File: src/slt_pkg.sv
// constants, field layouts and types shared by the strap latch and indicator block
// assumes a single 100 MHz clock and an active-low asynchronous reset
package slt_pkg;

  // register port geometry
  localparam int SLT_AW = 4;
  localparam int SLT_DW = 16;

  // register indices on the plain register port
  localparam logic [SLT_AW-1:0] SLT_REG_CTRL   = 4'h0;
  localparam logic [SLT_AW-1:0] SLT_REG_STRAP  = 4'h1;
  localparam logic [SLT_AW-1:0] SLT_REG_STATUS = 4'h2;

  // control register fields and reset value
  localparam int SLT_CTRL_SYMBOL = 0;
  localparam int SLT_CTRL_INVERT = 1;
  localparam int SLT_CTRL_LEDOFF = 2;
  localparam int SLT_CTRL_W      = 3;
  localparam logic [SLT_CTRL_W-1:0] SLT_CTRL_RESET = 3'h0;

  // synchroniser depth and settle time before the straps are taken
  localparam int SLT_SYNC_STAGES = 2;
  localparam logic [1:0] SLT_SETTLE_CYCLES = 2'h2;

  // positions of the sampled pads in the synchroniser vector
  localparam int SLT_IN_SPEED  = 0;
  localparam int SLT_IN_LINK   = 1;
  localparam int SLT_IN_ACT    = 2;
  localparam int SLT_IN_DUPLEX = 3;
  localparam int SLT_IN_CRS    = 4;
  localparam int SLT_IN_RXD0   = 5;
  localparam int SLT_IN_RXD3   = 8;
  localparam int SLT_IN_RXCLK  = 9;
  localparam int SLT_IN_COL    = 10;
  localparam int SLT_IN_IRQ    = 11;
  localparam int SLT_IN_MDC    = 12;
  localparam int SLT_IN_MDIO   = 13;
  localparam int SLT_NPAD      = 14;

  // indicator vector order
  localparam int SLT_LED_SPEED  = 0;
  localparam int SLT_LED_LINK   = 1;
  localparam int SLT_LED_ACT    = 2;
  localparam int SLT_LED_DUPLEX = 3;
  localparam int SLT_NLED       = 4;

  // latched configuration
  typedef struct packed {
    logic       irq_is_txer;
    logic       regulator_off;
    logic       rmii;
    logic [2:0] mode;
    logic [4:0] addr;
  } slt_strap_s;

  localparam slt_strap_s SLT_STRAP_RESET = '0;

  // line state from the transceiver core
  typedef struct packed {
    logic full_duplex;
    logic carrier;
    logic link_up;
    logic speed_100;
  } slt_status_s;

  typedef enum {
    SLT_SETTLING,
    SLT_RUN
  } slt_state_e;

endpackage : slt_pkg

File: src/slt_strap_led.sv
// strap latch, pin function muxing and status indicators of a 10/100 transceiver
// assumes ext_reset_n is the external reset pin, core signals are on clk, pads are asynchronous
//
// Strobed register access and the register offsets were chosen for this implementation.
`timescale 1ns/1ps
`default_nettype none

// Functional notes
// on reset release capture all strap pins and keep them as defaults
// speed indicator active at 100 Mb/s, inactive at 10 Mb/s
// link indicator active whenever link is up at either speed
// indicator_a indicator follows carrier sense of the active medium
// duplex indicator active in full duplex only
// address bits 0-3 from indicator pins, bit 4 from carrier sense pin
// mode bits 2..0 sampled from receive data pins 2..0
// collision pin strap: float gives MII, pulled high gives RMII; pin follows it
// receive clock strap: float keeps regulator on, pulled up disables it
// interrupt select strap floating: shared pin is active-low interrupt output
// interrupt select pulled low: shared pin is transmit error or data bit 4
// management uses external clock input and one bidirectional data line
// receive error pin carries receive data bit 4 in symbol mode
// strap pins undriven during reset; drivers enabled only after latching
module slt_strap_led (
  // clock and reset
  input  wire logic                        clk,
  input  wire logic                        ext_reset_n,
  // register port
  input  wire logic [slt_pkg::SLT_AW-1:0]  reg_addr,
  input  wire logic [slt_pkg::SLT_DW-1:0]  reg_wdata,
  input  wire logic                        reg_we,
  input  wire logic                        reg_re,
  output var  logic [slt_pkg::SLT_DW-1:0]  reg_rdata,
  // transceiver core side
  input  wire slt_pkg::slt_status_s        core_status,
  input  wire logic                        core_col,
  input  wire logic                        core_crs_dv,
  input  wire logic [3:0]                  core_rxd,
  input  wire logic                        core_rx_er,
  input  wire logic                        core_rxd4,
  input  wire logic                        core_rx_clk,
  input  wire logic                        core_irq,
  input  wire logic                        core_mdio_out,
  input  wire logic                        core_mdio_oe,
  // configuration and pin values toward the core
  output var  slt_pkg::slt_strap_s         strap_cfg,
  output var  logic                        straps_valid,
  output var  logic                        symbol_mode,
  output var  logic                        tx_err_d4,
  output var  logic                        mdc_level,
  output var  logic                        mdio_level,
  // indicator pads: speed, link, indicator_a, duplex
  input  wire logic [slt_pkg::SLT_NLED-1:0] indicator_pad_in,
  output var  logic [slt_pkg::SLT_NLED-1:0] indicator_pad_out,
  output var  logic [slt_pkg::SLT_NLED-1:0] indicator_pad_oe,
  // carrier sense pad
  input  wire logic                        crs_pad_in,
  output var  logic                        crs_pad_out,
  output var  logic                        crs_pad_oe,
  // receive data pads
  input  wire logic [3:0]                  rxd_pad_in,
  output var  logic [3:0]                  rxd_pad_out,
  output var  logic [3:0]                  rxd_pad_oe,
  // receive clock pad
  input  wire logic                        rx_clk_pad_in,
  output var  logic                        rx_clk_pad_out,
  output var  logic                        rx_clk_pad_oe,
  // collision / carrier-data-valid pad
  input  wire logic                        col_pad_in,
  output var  logic                        col_pad_out,
  output var  logic                        col_pad_oe,
  // receive error pad
  output var  logic                        rx_er_pad_out,
  output var  logic                        rx_er_pad_oe,
  // shared interrupt / transmit error pad
  input  wire logic                        irq_pad_in,
  output var  logic                        irq_out_n,
  output var  logic                        irq_pad_oe,
  // management pads
  input  wire logic                        mdc_pad_in,
  input  wire logic                        mdio_pad_in,
  output var  logic                        mdio_pad_out,
  output var  logic                        mdio_pad_oe
);

  // synchronised pad levels
  logic [slt_pkg::SLT_NPAD-1:0] pad_raw;
  logic [slt_pkg::SLT_NPAD-1:0] pad_sync;

  always_comb begin
    pad_raw = '0;
    pad_raw[slt_pkg::SLT_IN_SPEED]  = indicator_pad_in[slt_pkg::SLT_LED_SPEED];
    pad_raw[slt_pkg::SLT_IN_LINK]   = indicator_pad_in[slt_pkg::SLT_LED_LINK];
    pad_raw[slt_pkg::SLT_IN_ACT]    = indicator_pad_in[slt_pkg::SLT_LED_ACT];
    pad_raw[slt_pkg::SLT_IN_DUPLEX] = indicator_pad_in[slt_pkg::SLT_LED_DUPLEX];
    pad_raw[slt_pkg::SLT_IN_CRS]    = crs_pad_in;
    pad_raw[slt_pkg::SLT_IN_RXD3:slt_pkg::SLT_IN_RXD0] = rxd_pad_in;
    pad_raw[slt_pkg::SLT_IN_RXCLK]  = rx_clk_pad_in;
    pad_raw[slt_pkg::SLT_IN_COL]    = col_pad_in;
    pad_raw[slt_pkg::SLT_IN_IRQ]    = irq_pad_in;
    pad_raw[slt_pkg::SLT_IN_MDC]    = mdc_pad_in;
    pad_raw[slt_pkg::SLT_IN_MDIO]   = mdio_pad_in;
  end

  slt_sync #(
    .W (slt_pkg::SLT_NPAD)
  ) u_sync (
    .clk  (clk),
    .ext_reset_n (ext_reset_n),
    .d    (pad_raw),
    .q    (pad_sync)
  );

  // strap capture sequencer
  slt_pkg::slt_state_e state;
  slt_pkg::slt_state_e next_state;
  logic [1:0]          settle;
  logic [1:0]          next_settle;
  slt_pkg::slt_strap_s next_strap_cfg;
  logic                next_straps_valid;

  // the sync chain resets to zero, so wait until it holds real pad levels
  always_comb begin
    next_state        = state;
    next_settle       = settle;
    next_strap_cfg    = strap_cfg;
    next_straps_valid = straps_valid;
    case (state)
      slt_pkg::SLT_SETTLING: begin
        if (settle == slt_pkg::SLT_SETTLE_CYCLES) begin
          next_strap_cfg.addr[0]       = pad_sync[slt_pkg::SLT_IN_SPEED];
          next_strap_cfg.addr[1]       = pad_sync[slt_pkg::SLT_IN_LINK];
          next_strap_cfg.addr[2]       = pad_sync[slt_pkg::SLT_IN_ACT];
          next_strap_cfg.addr[3]       = pad_sync[slt_pkg::SLT_IN_DUPLEX];
          next_strap_cfg.addr[4]       = pad_sync[slt_pkg::SLT_IN_CRS];
          next_strap_cfg.mode          = pad_sync[slt_pkg::SLT_IN_RXD0+:3];
          next_strap_cfg.rmii          = pad_sync[slt_pkg::SLT_IN_COL];
          next_strap_cfg.regulator_off = pad_sync[slt_pkg::SLT_IN_RXCLK];
          next_strap_cfg.irq_is_txer   = ~pad_sync[slt_pkg::SLT_IN_RXD3];
          next_straps_valid            = 1'b1;
          next_state                   = slt_pkg::SLT_RUN;
        end else begin
          next_settle = settle + 2'h1;
        end
      end
      slt_pkg::SLT_RUN: begin
        next_state = slt_pkg::SLT_RUN;
      end
      default: begin
        next_state = slt_pkg::SLT_SETTLING;
      end
    endcase
  end

  // straps are kept until the next reset
  always_ff @(posedge clk or negedge ext_reset_n) begin
    if (!ext_reset_n) begin
      state        <= slt_pkg::SLT_SETTLING;
      settle       <= 2'h0;
      strap_cfg    <= slt_pkg::SLT_STRAP_RESET;
      straps_valid <= 1'b0;
    end else begin
      state        <= next_state;
      settle       <= next_settle;
      strap_cfg    <= next_strap_cfg;
      straps_valid <= next_straps_valid;
    end
  end

  // control register
  logic [slt_pkg::SLT_CTRL_W-1:0] ctrl;
  logic [slt_pkg::SLT_CTRL_W-1:0] next_ctrl;

  always_comb begin
    next_ctrl = ctrl;
    if (reg_we && reg_addr == slt_pkg::SLT_REG_CTRL) begin
      next_ctrl = reg_wdata[slt_pkg::SLT_CTRL_W-1:0];
    end
  end

  always_ff @(posedge clk or negedge ext_reset_n) begin
    if (!ext_reset_n) begin
      ctrl <= slt_pkg::SLT_CTRL_RESET;
    end else begin
      ctrl <= next_ctrl;
    end
  end

  assign symbol_mode = ctrl[slt_pkg::SLT_CTRL_SYMBOL];

  // read data, valid only in the cycle after the read strobe
  logic [slt_pkg::SLT_DW-1:0] next_rdata;

  always_comb begin
    next_rdata = '0;
    if (reg_re) begin
      case (reg_addr)
        slt_pkg::SLT_REG_CTRL:   next_rdata = slt_pkg::SLT_DW'(ctrl);
        slt_pkg::SLT_REG_STRAP:  next_rdata = slt_pkg::SLT_DW'(strap_cfg);
        slt_pkg::SLT_REG_STATUS: next_rdata = slt_pkg::SLT_DW'({straps_valid, core_status});
        default:                 next_rdata = '0;
      endcase
    end
  end

  always_ff @(posedge clk or negedge ext_reset_n) begin
    if (!ext_reset_n) begin
      reg_rdata <= '0;
    end else begin
      reg_rdata <= next_rdata;
    end
  end

  // pad drivers
  logic                         run;
  logic                         mii;
  logic [slt_pkg::SLT_NLED-1:0] led_level;
  logic [slt_pkg::SLT_NLED-1:0] next_ind_out;
  logic [slt_pkg::SLT_NLED-1:0] next_ind_oe;
  logic                         next_crs_out;
  logic                         next_crs_oe;
  logic [3:0]                   next_rxd_out;
  logic [3:0]                   next_rxd_oe;
  logic                         next_rx_clk_out;
  logic                         next_rx_clk_oe;
  logic                         next_col_out;
  logic                         next_col_oe;
  logic                         next_rx_er_out;
  logic                         next_rx_er_oe;
  logic                         next_irq_out_n;
  logic                         next_irq_oe;
  logic                         next_mdio_out;
  logic                         next_mdio_oe;
  logic                         next_tx_err_d4;

  // drivers stay off until the straps are held, the board pulls set the level
  assign run = straps_valid;
  assign mii = ~strap_cfg.rmii;

  always_comb begin
    led_level[slt_pkg::SLT_LED_SPEED]  = core_status.speed_100;
    led_level[slt_pkg::SLT_LED_LINK]   = core_status.link_up;
    led_level[slt_pkg::SLT_LED_ACT]    = core_status.carrier;
    led_level[slt_pkg::SLT_LED_DUPLEX] = core_status.full_duplex;
    if (ctrl[slt_pkg::SLT_CTRL_LEDOFF]) begin
      next_ind_out = '0;
    end else begin
      next_ind_out = led_level ^ {slt_pkg::SLT_NLED{ctrl[slt_pkg::SLT_CTRL_INVERT]}};
    end
    next_ind_oe     = {slt_pkg::SLT_NLED{run}};
    // carrier sense has its own pin only in MII; RMII folds it into the collision pin
    next_crs_out    = core_status.carrier;
    next_crs_oe     = run & mii;
    next_rxd_out    = core_rxd;
    next_rxd_oe     = {{2{run & mii}}, {2{run}}};
    // registered copy of the receive clock; a full-rate pad path would bypass this
    next_rx_clk_out = core_rx_clk;
    next_rx_clk_oe  = run & mii;
    next_col_out    = strap_cfg.rmii ? core_crs_dv : core_col;
    next_col_oe     = run;
    next_rx_er_out  = symbol_mode ? core_rxd4 : core_rx_er;
    next_rx_er_oe   = run;
    // open-drain style: drive low only while an interrupt is pending
    next_irq_out_n  = 1'b0;
    next_irq_oe     = run & ~strap_cfg.irq_is_txer & core_irq;
    next_tx_err_d4  = strap_cfg.irq_is_txer & run & pad_sync[slt_pkg::SLT_IN_IRQ];
    next_mdio_out   = core_mdio_out;
    next_mdio_oe    = run & core_mdio_oe;
  end

  always_ff @(posedge clk or negedge ext_reset_n) begin
    if (!ext_reset_n) begin
      indicator_pad_out <= '0;
      indicator_pad_oe  <= '0;
      crs_pad_out       <= 1'b0;
      crs_pad_oe        <= 1'b0;
      rxd_pad_out       <= '0;
      rxd_pad_oe        <= '0;
      rx_clk_pad_out    <= 1'b0;
      rx_clk_pad_oe     <= 1'b0;
      col_pad_out       <= 1'b0;
      col_pad_oe        <= 1'b0;
      rx_er_pad_out     <= 1'b0;
      rx_er_pad_oe      <= 1'b0;
      irq_out_n         <= 1'b0;
      irq_pad_oe        <= 1'b0;
      mdio_pad_out      <= 1'b0;
      mdio_pad_oe       <= 1'b0;
      tx_err_d4         <= 1'b0;
    end else begin
      indicator_pad_out <= next_ind_out;
      indicator_pad_oe  <= next_ind_oe;
      crs_pad_out       <= next_crs_out;
      crs_pad_oe        <= next_crs_oe;
      rxd_pad_out       <= next_rxd_out;
      rxd_pad_oe        <= next_rxd_oe;
      rx_clk_pad_out    <= next_rx_clk_out;
      rx_clk_pad_oe     <= next_rx_clk_oe;
      col_pad_out       <= next_col_out;
      col_pad_oe        <= next_col_oe;
      rx_er_pad_out     <= next_rx_er_out;
      rx_er_pad_oe      <= next_rx_er_oe;
      irq_out_n         <= next_irq_out_n;
      irq_pad_oe        <= next_irq_oe;
      mdio_pad_out      <= next_mdio_out;
      mdio_pad_oe       <= next_mdio_oe;
      tx_err_d4         <= next_tx_err_d4;
    end
  end

  // management clock and data levels for the frame logic
  assign mdc_level  = pad_sync[slt_pkg::SLT_IN_MDC];
  assign mdio_level = pad_sync[slt_pkg::SLT_IN_MDIO];

endmodule : slt_strap_led

`default_nettype wire

File: src/slt_sync.sv
// two-flop synchroniser, one chain per bit
// assumes inputs are asynchronous pad levels; outputs are clk-domain levels
`timescale 1ns/1ps
`default_nettype none

module slt_sync #(
  parameter int W = 1
) (
  // clock and reset
  input  wire logic         clk,
  input  wire logic         ext_reset_n,
  // data
  input  wire logic [W-1:0] d,
  output var  logic [W-1:0] q
);

  genvar i;
  generate
    for (i = 0; i < W; i++) begin : g_bit
      logic meta;
      logic next_meta;
      logic next_q;
      always_comb begin
        next_meta = d[i];
        next_q    = meta;
      end
      always_ff @(posedge clk or negedge ext_reset_n) begin
        if (!ext_reset_n) begin
          meta <= 1'b0;
          q[i] <= 1'b0;
        end else begin
          meta <= next_meta;
          q[i] <= next_q;
        end
      end
    end
  endgenerate

endmodule : slt_sync

`default_nettype wire

File: config.mk
export PLATFORM = sky130hd
export DESIGN_NAME = slt_strap_led
export DESIGN_NICKNAME = d
export VERILOG_FILES = /design/src/slt_pkg.sv /design/src/slt_strap_led.sv /design/src/slt_sync.sv
export SDC_FILE = /design/constraint.sdc
export NUM_CORES = 1
export LEC_CHECK = 0
export BUFFER_PORTS_ARGS = -buffer_cell sky130_fd_sc_hd__clkbuf_2
export CAP_MARGIN = 20
export CORE_MARGIN = 2
export CORE_UTILIZATION = 49
export DETAILED_ROUTE_END_ITERATION = 10
export PLACE_DENSITY = 0.83
export SLEW_MARGIN = 15
export SYNTH_ARGS = -nofsm -noshare
export SYNTH_HDL_FRONTEND = slang
export SYNTH_SLANG_ARGS = --single-unit
File: constraint.sdc
create_clock -name clk -period 3.9 [get_ports clk]
set_input_delay 0.39 -clock clk [delete_from_list [all_inputs] [get_ports clk]]
set_output_delay 0.39 -clock clk [all_outputs]
set_load 0.05 [all_outputs]
==> impl_metrics.py <==
metrics = {
    "detailed_routing": {
        "num_vias": 1391,
        "firstDrtPassIters": 4,
        "first_iter_violations": 63,
        "drc": 0,
        "routed_via_density": 4.29,
        "ant_nets": 0,
        "routed_wl_um": 3850,
        "post_drt_wl_per_cell_um": 11.9,
    },
    "min_path": {
        "hp-class": "primary input to flop",
        "min_from": "col_pad_in",
    },
    "setup_path": {
        "cp.arrival_ns": 2.15,
        "worstSetupStartpointType": "flop",
        "cp_max_fo": 12,
        "required_ns": 4.11,
        "timing.rr.start": "settle[0]",
        "cp-end-kind": "flop",
        "crit_start": "settle[0]",
        "path_class": "flop to flop",
    },
    "synth": {
        "synthCells": 162,
        "yosys.area.top_type_share": 0.743,
        "netlist.top_cell.by_area": "dfrtp_1",
        "synth_seq_cells": 75,
        "yosysUniqueCellTypes": 24,
        "ys_warn_count": 0,
        "avgSynthCellArea_um2": 15.6,
        "synth_top_family_by_area": "multiplexers",
        "ys.flop_type": "dfrtp_1",
        "synth_area_um2": 2520,
        "ys_async_sr_fraction": 1.00,
        "synth_compound_area_frac": 0.0139,
        "synth_edf_count": 0,
        "yosysMostFrequentCell": "dfrtp_1",
        "synthAdderAreaFrac": 0.00496,
        "netlist_top_cells_area": "dfrtp_1, mux2_2, buf_4, and2_1, xnor2_1",
        "synthSimpleGateAreaFrac": 0.0738,
        "ys_seq_area_frac": 0.743,
        "synth_xor_area_frac": 0.0173,
        "synth_common_cells": "dfrtp_1, buf_4, mux2_2",
        "synthMuxAreaShare": 0.0828,
    },
    "outcome": {
        "status": "complete, no violations",
    },
    "power": {
        "leakagePower_nw": 1.57,
        "powerDensity_nw_per_um2": 503,
        "power_frac_seq": 0.546,
        "p_int_mw": 1.11,
        "p_switching_mw": 0.449,
        "combinationalPowerShare": 0.155,
        "p_clk_frac": 0.300,
        "swShare": 0.288,
        "vdd_ir_drop_max_mv": 0.403,
    },
    "cells_and_area": {
        "nets": 306,
        "antenna_cells": 0,
        "fill_cells": 409,
        "fin_area_um2": 3100,
        "syn_to_final_growth_pct": 22.9,
        "drive_gt1_frac": 0.504,
    },
    "clock_tree": {
        "clock_latency_ns": 0.33,
        "cts_buffers": 9,
        "hold_buffers": 0,
        "cts_max_path_buffers": 2,
        "cts_tree": "done",
        "clkTransAtPathRegs_ns": 0.07,
        "cts_max_level": 3,
        "cts_resized": 0,
        "clockRootBuffer": "clkbuf_8",
        "cts_sinks": 75,
        "postCtsSetupBuffers": 0,
    },
    "grt": {
        "grtUsageMet2": 0.222,
        "grt_pass1_vias": 1297,
        "overflow": 0,
        "antenna_found_initial": 0,
        "use_met1": 0.183,
        "track_usage": 0.147,
        "grt_max_degree": 76,
        "grt_first_pass_wirelength_um": 6010,
        "grt_busiest_layer": "met2",
        "met3_usage": 0.0635,
    },
    "die": {
        "start_util": 0.501,
        "core-area_um2": 5040,
        "die_width_um": 75.8,
        "die_height_um": 75.8,
        "pin_count": 114,
        "dieArea_um2": 5740,
        "rows": 26,
    },
    "sta": {
        "min_period_ns": 1.94,
        "fin_skew_ns": 0.00640,
        "worst_pin_slew_ns": 1.02,
        "hold_viol": 0,
        "setup_viol": 0,
        "finalCritPeriodShare": 0.497,
        "setup_tns_ns": 0,
        "max_clock_freq_ghz": 0.516,
        "rsz0062_at_grt": "no",
        "slew_viol_final": 0,
        "relSlewSlack": 0.318,
    },
    "placed_design": {
        "placed_cell_area_um2": 2950,
        "place_congestion": 0.721,
        "hpwlAfterDp_um": 2730,
        "io_buffers": 94,
    },
    "job": {
        "maxCapViolations": 0,
    },
}
==> cells by family after synthesis <==
kind of cell	after synthesis
multiplexers	19
XOR/XNOR	5
AND/OR/NAND/NOR	32
buffers and inverters	23
adder cells (fa/ha/maj)	1
other	1
AO/OA/AOI/OAI	6
flip-flops	75
==> routing by layer <==
metal	routed length, µm	up-vias
li1	-	673
met1	1630	649
met2	1880	61
met3	273	8
met4	70	0
met5	0	-
==> registers in the layout, summed over array words and instances (netlist names), 2 cells and up <==
name	count
u_sync.g_bit.meta	14
ctrl	3
reg_rdata	11
indicator_pad_out	4
rxd_pad_out	4
u_sync.q	14
settle	2
strap_cfg	11
==> placed cells by master, fill, tap and decap left out, drive strengths merged <==
cell type	n
or3b	1
o21ai	1
buf	1
clkinv	2
mux2i	4
xnor2	5
nor2b	5
a22oi	2
nand2	4
or2	5
and3	2
and2	8
clkbuf	104
a21oi	3
nor2	6
clkinvlp	1
conb	6
inv	2
nor4	1
mux2	15
ha	1
dfrtp	75
==> per-stage QoR <==
| stage | instances | hold WS [ns] | total power [mW] | setup slack (ns) | util |
|---|---|---|---|---|---|
| 6_report | 324 | 0.164 | 1.56 | 1.96 | 0.615 |
| 5_1_grt | 324 | 0.141 | 1.64 | 1.82 | 0.615 |
| 4_1_cts | 324 | 0.148 | 1.58 | 1.91 | 0.615 |
| 3_5_place_dp | 310 | 0.335 | 1.11 | 1.93 | 0.586 |
| 3_3_place_gp | 310 | 0.332 | 1.11 | 1.96 | 0.586 |
| 2_1_floorplan | 167 | 0.0944 | 1.04 | 2.45 | - |
==> layout make-up <==
class / count / area (µm²) / area share
clock inverters: 3 / 17.5 / 0.00565
inverters: 2 / 7.51 / 0.00242
multi-input cells: 69 / 509 / 0.164
clock buffers: 11 / 131 / 0.0423
flip-flops and latches: 75 / 1880 / 0.605
well taps: 70 / 87.6 / 0.0282
repair buffers: 94 / 473 / 0.152
==> final timing paths <==
path,end,slack [ns],depth (start not counted)
setup / recovery,strap_cfg[3],1.96,4
hold reg to reg,u_sync.q[8],0.35,0
max in group asynchronous,indicator_pad_out[3],3.15,1
min in group asynchronous,ctrl[0],0.17,1
setup reg to reg,strap_cfg[3],1.96,4
hold / removal,u_sync.g_bit[10].meta,0.16,1
==> power groups by stage <==
stage / clock, mW / sequential [mW] / combinational (mW)
final: 0.468 / 0.852 / 0.242
after global routing: 0.520 / 0.858 / 0.257
after CTS: 0.487 / 0.852 / 0.245
after detailed placement: 0 / 0.867 / 0.244
after global placement: 0 / 0.865 / 0.241
after floorplan: 0 / 0.968 / 0.0746
==> critical path, cell delays in order (launching register included) <==
cell	delay (ns)
dfrtp_1	0.39
inv_1	0.06
ha_1	0.15
nor2b_1	0.81
mux2_2	0.42
(Power assumes the default switching activity.)
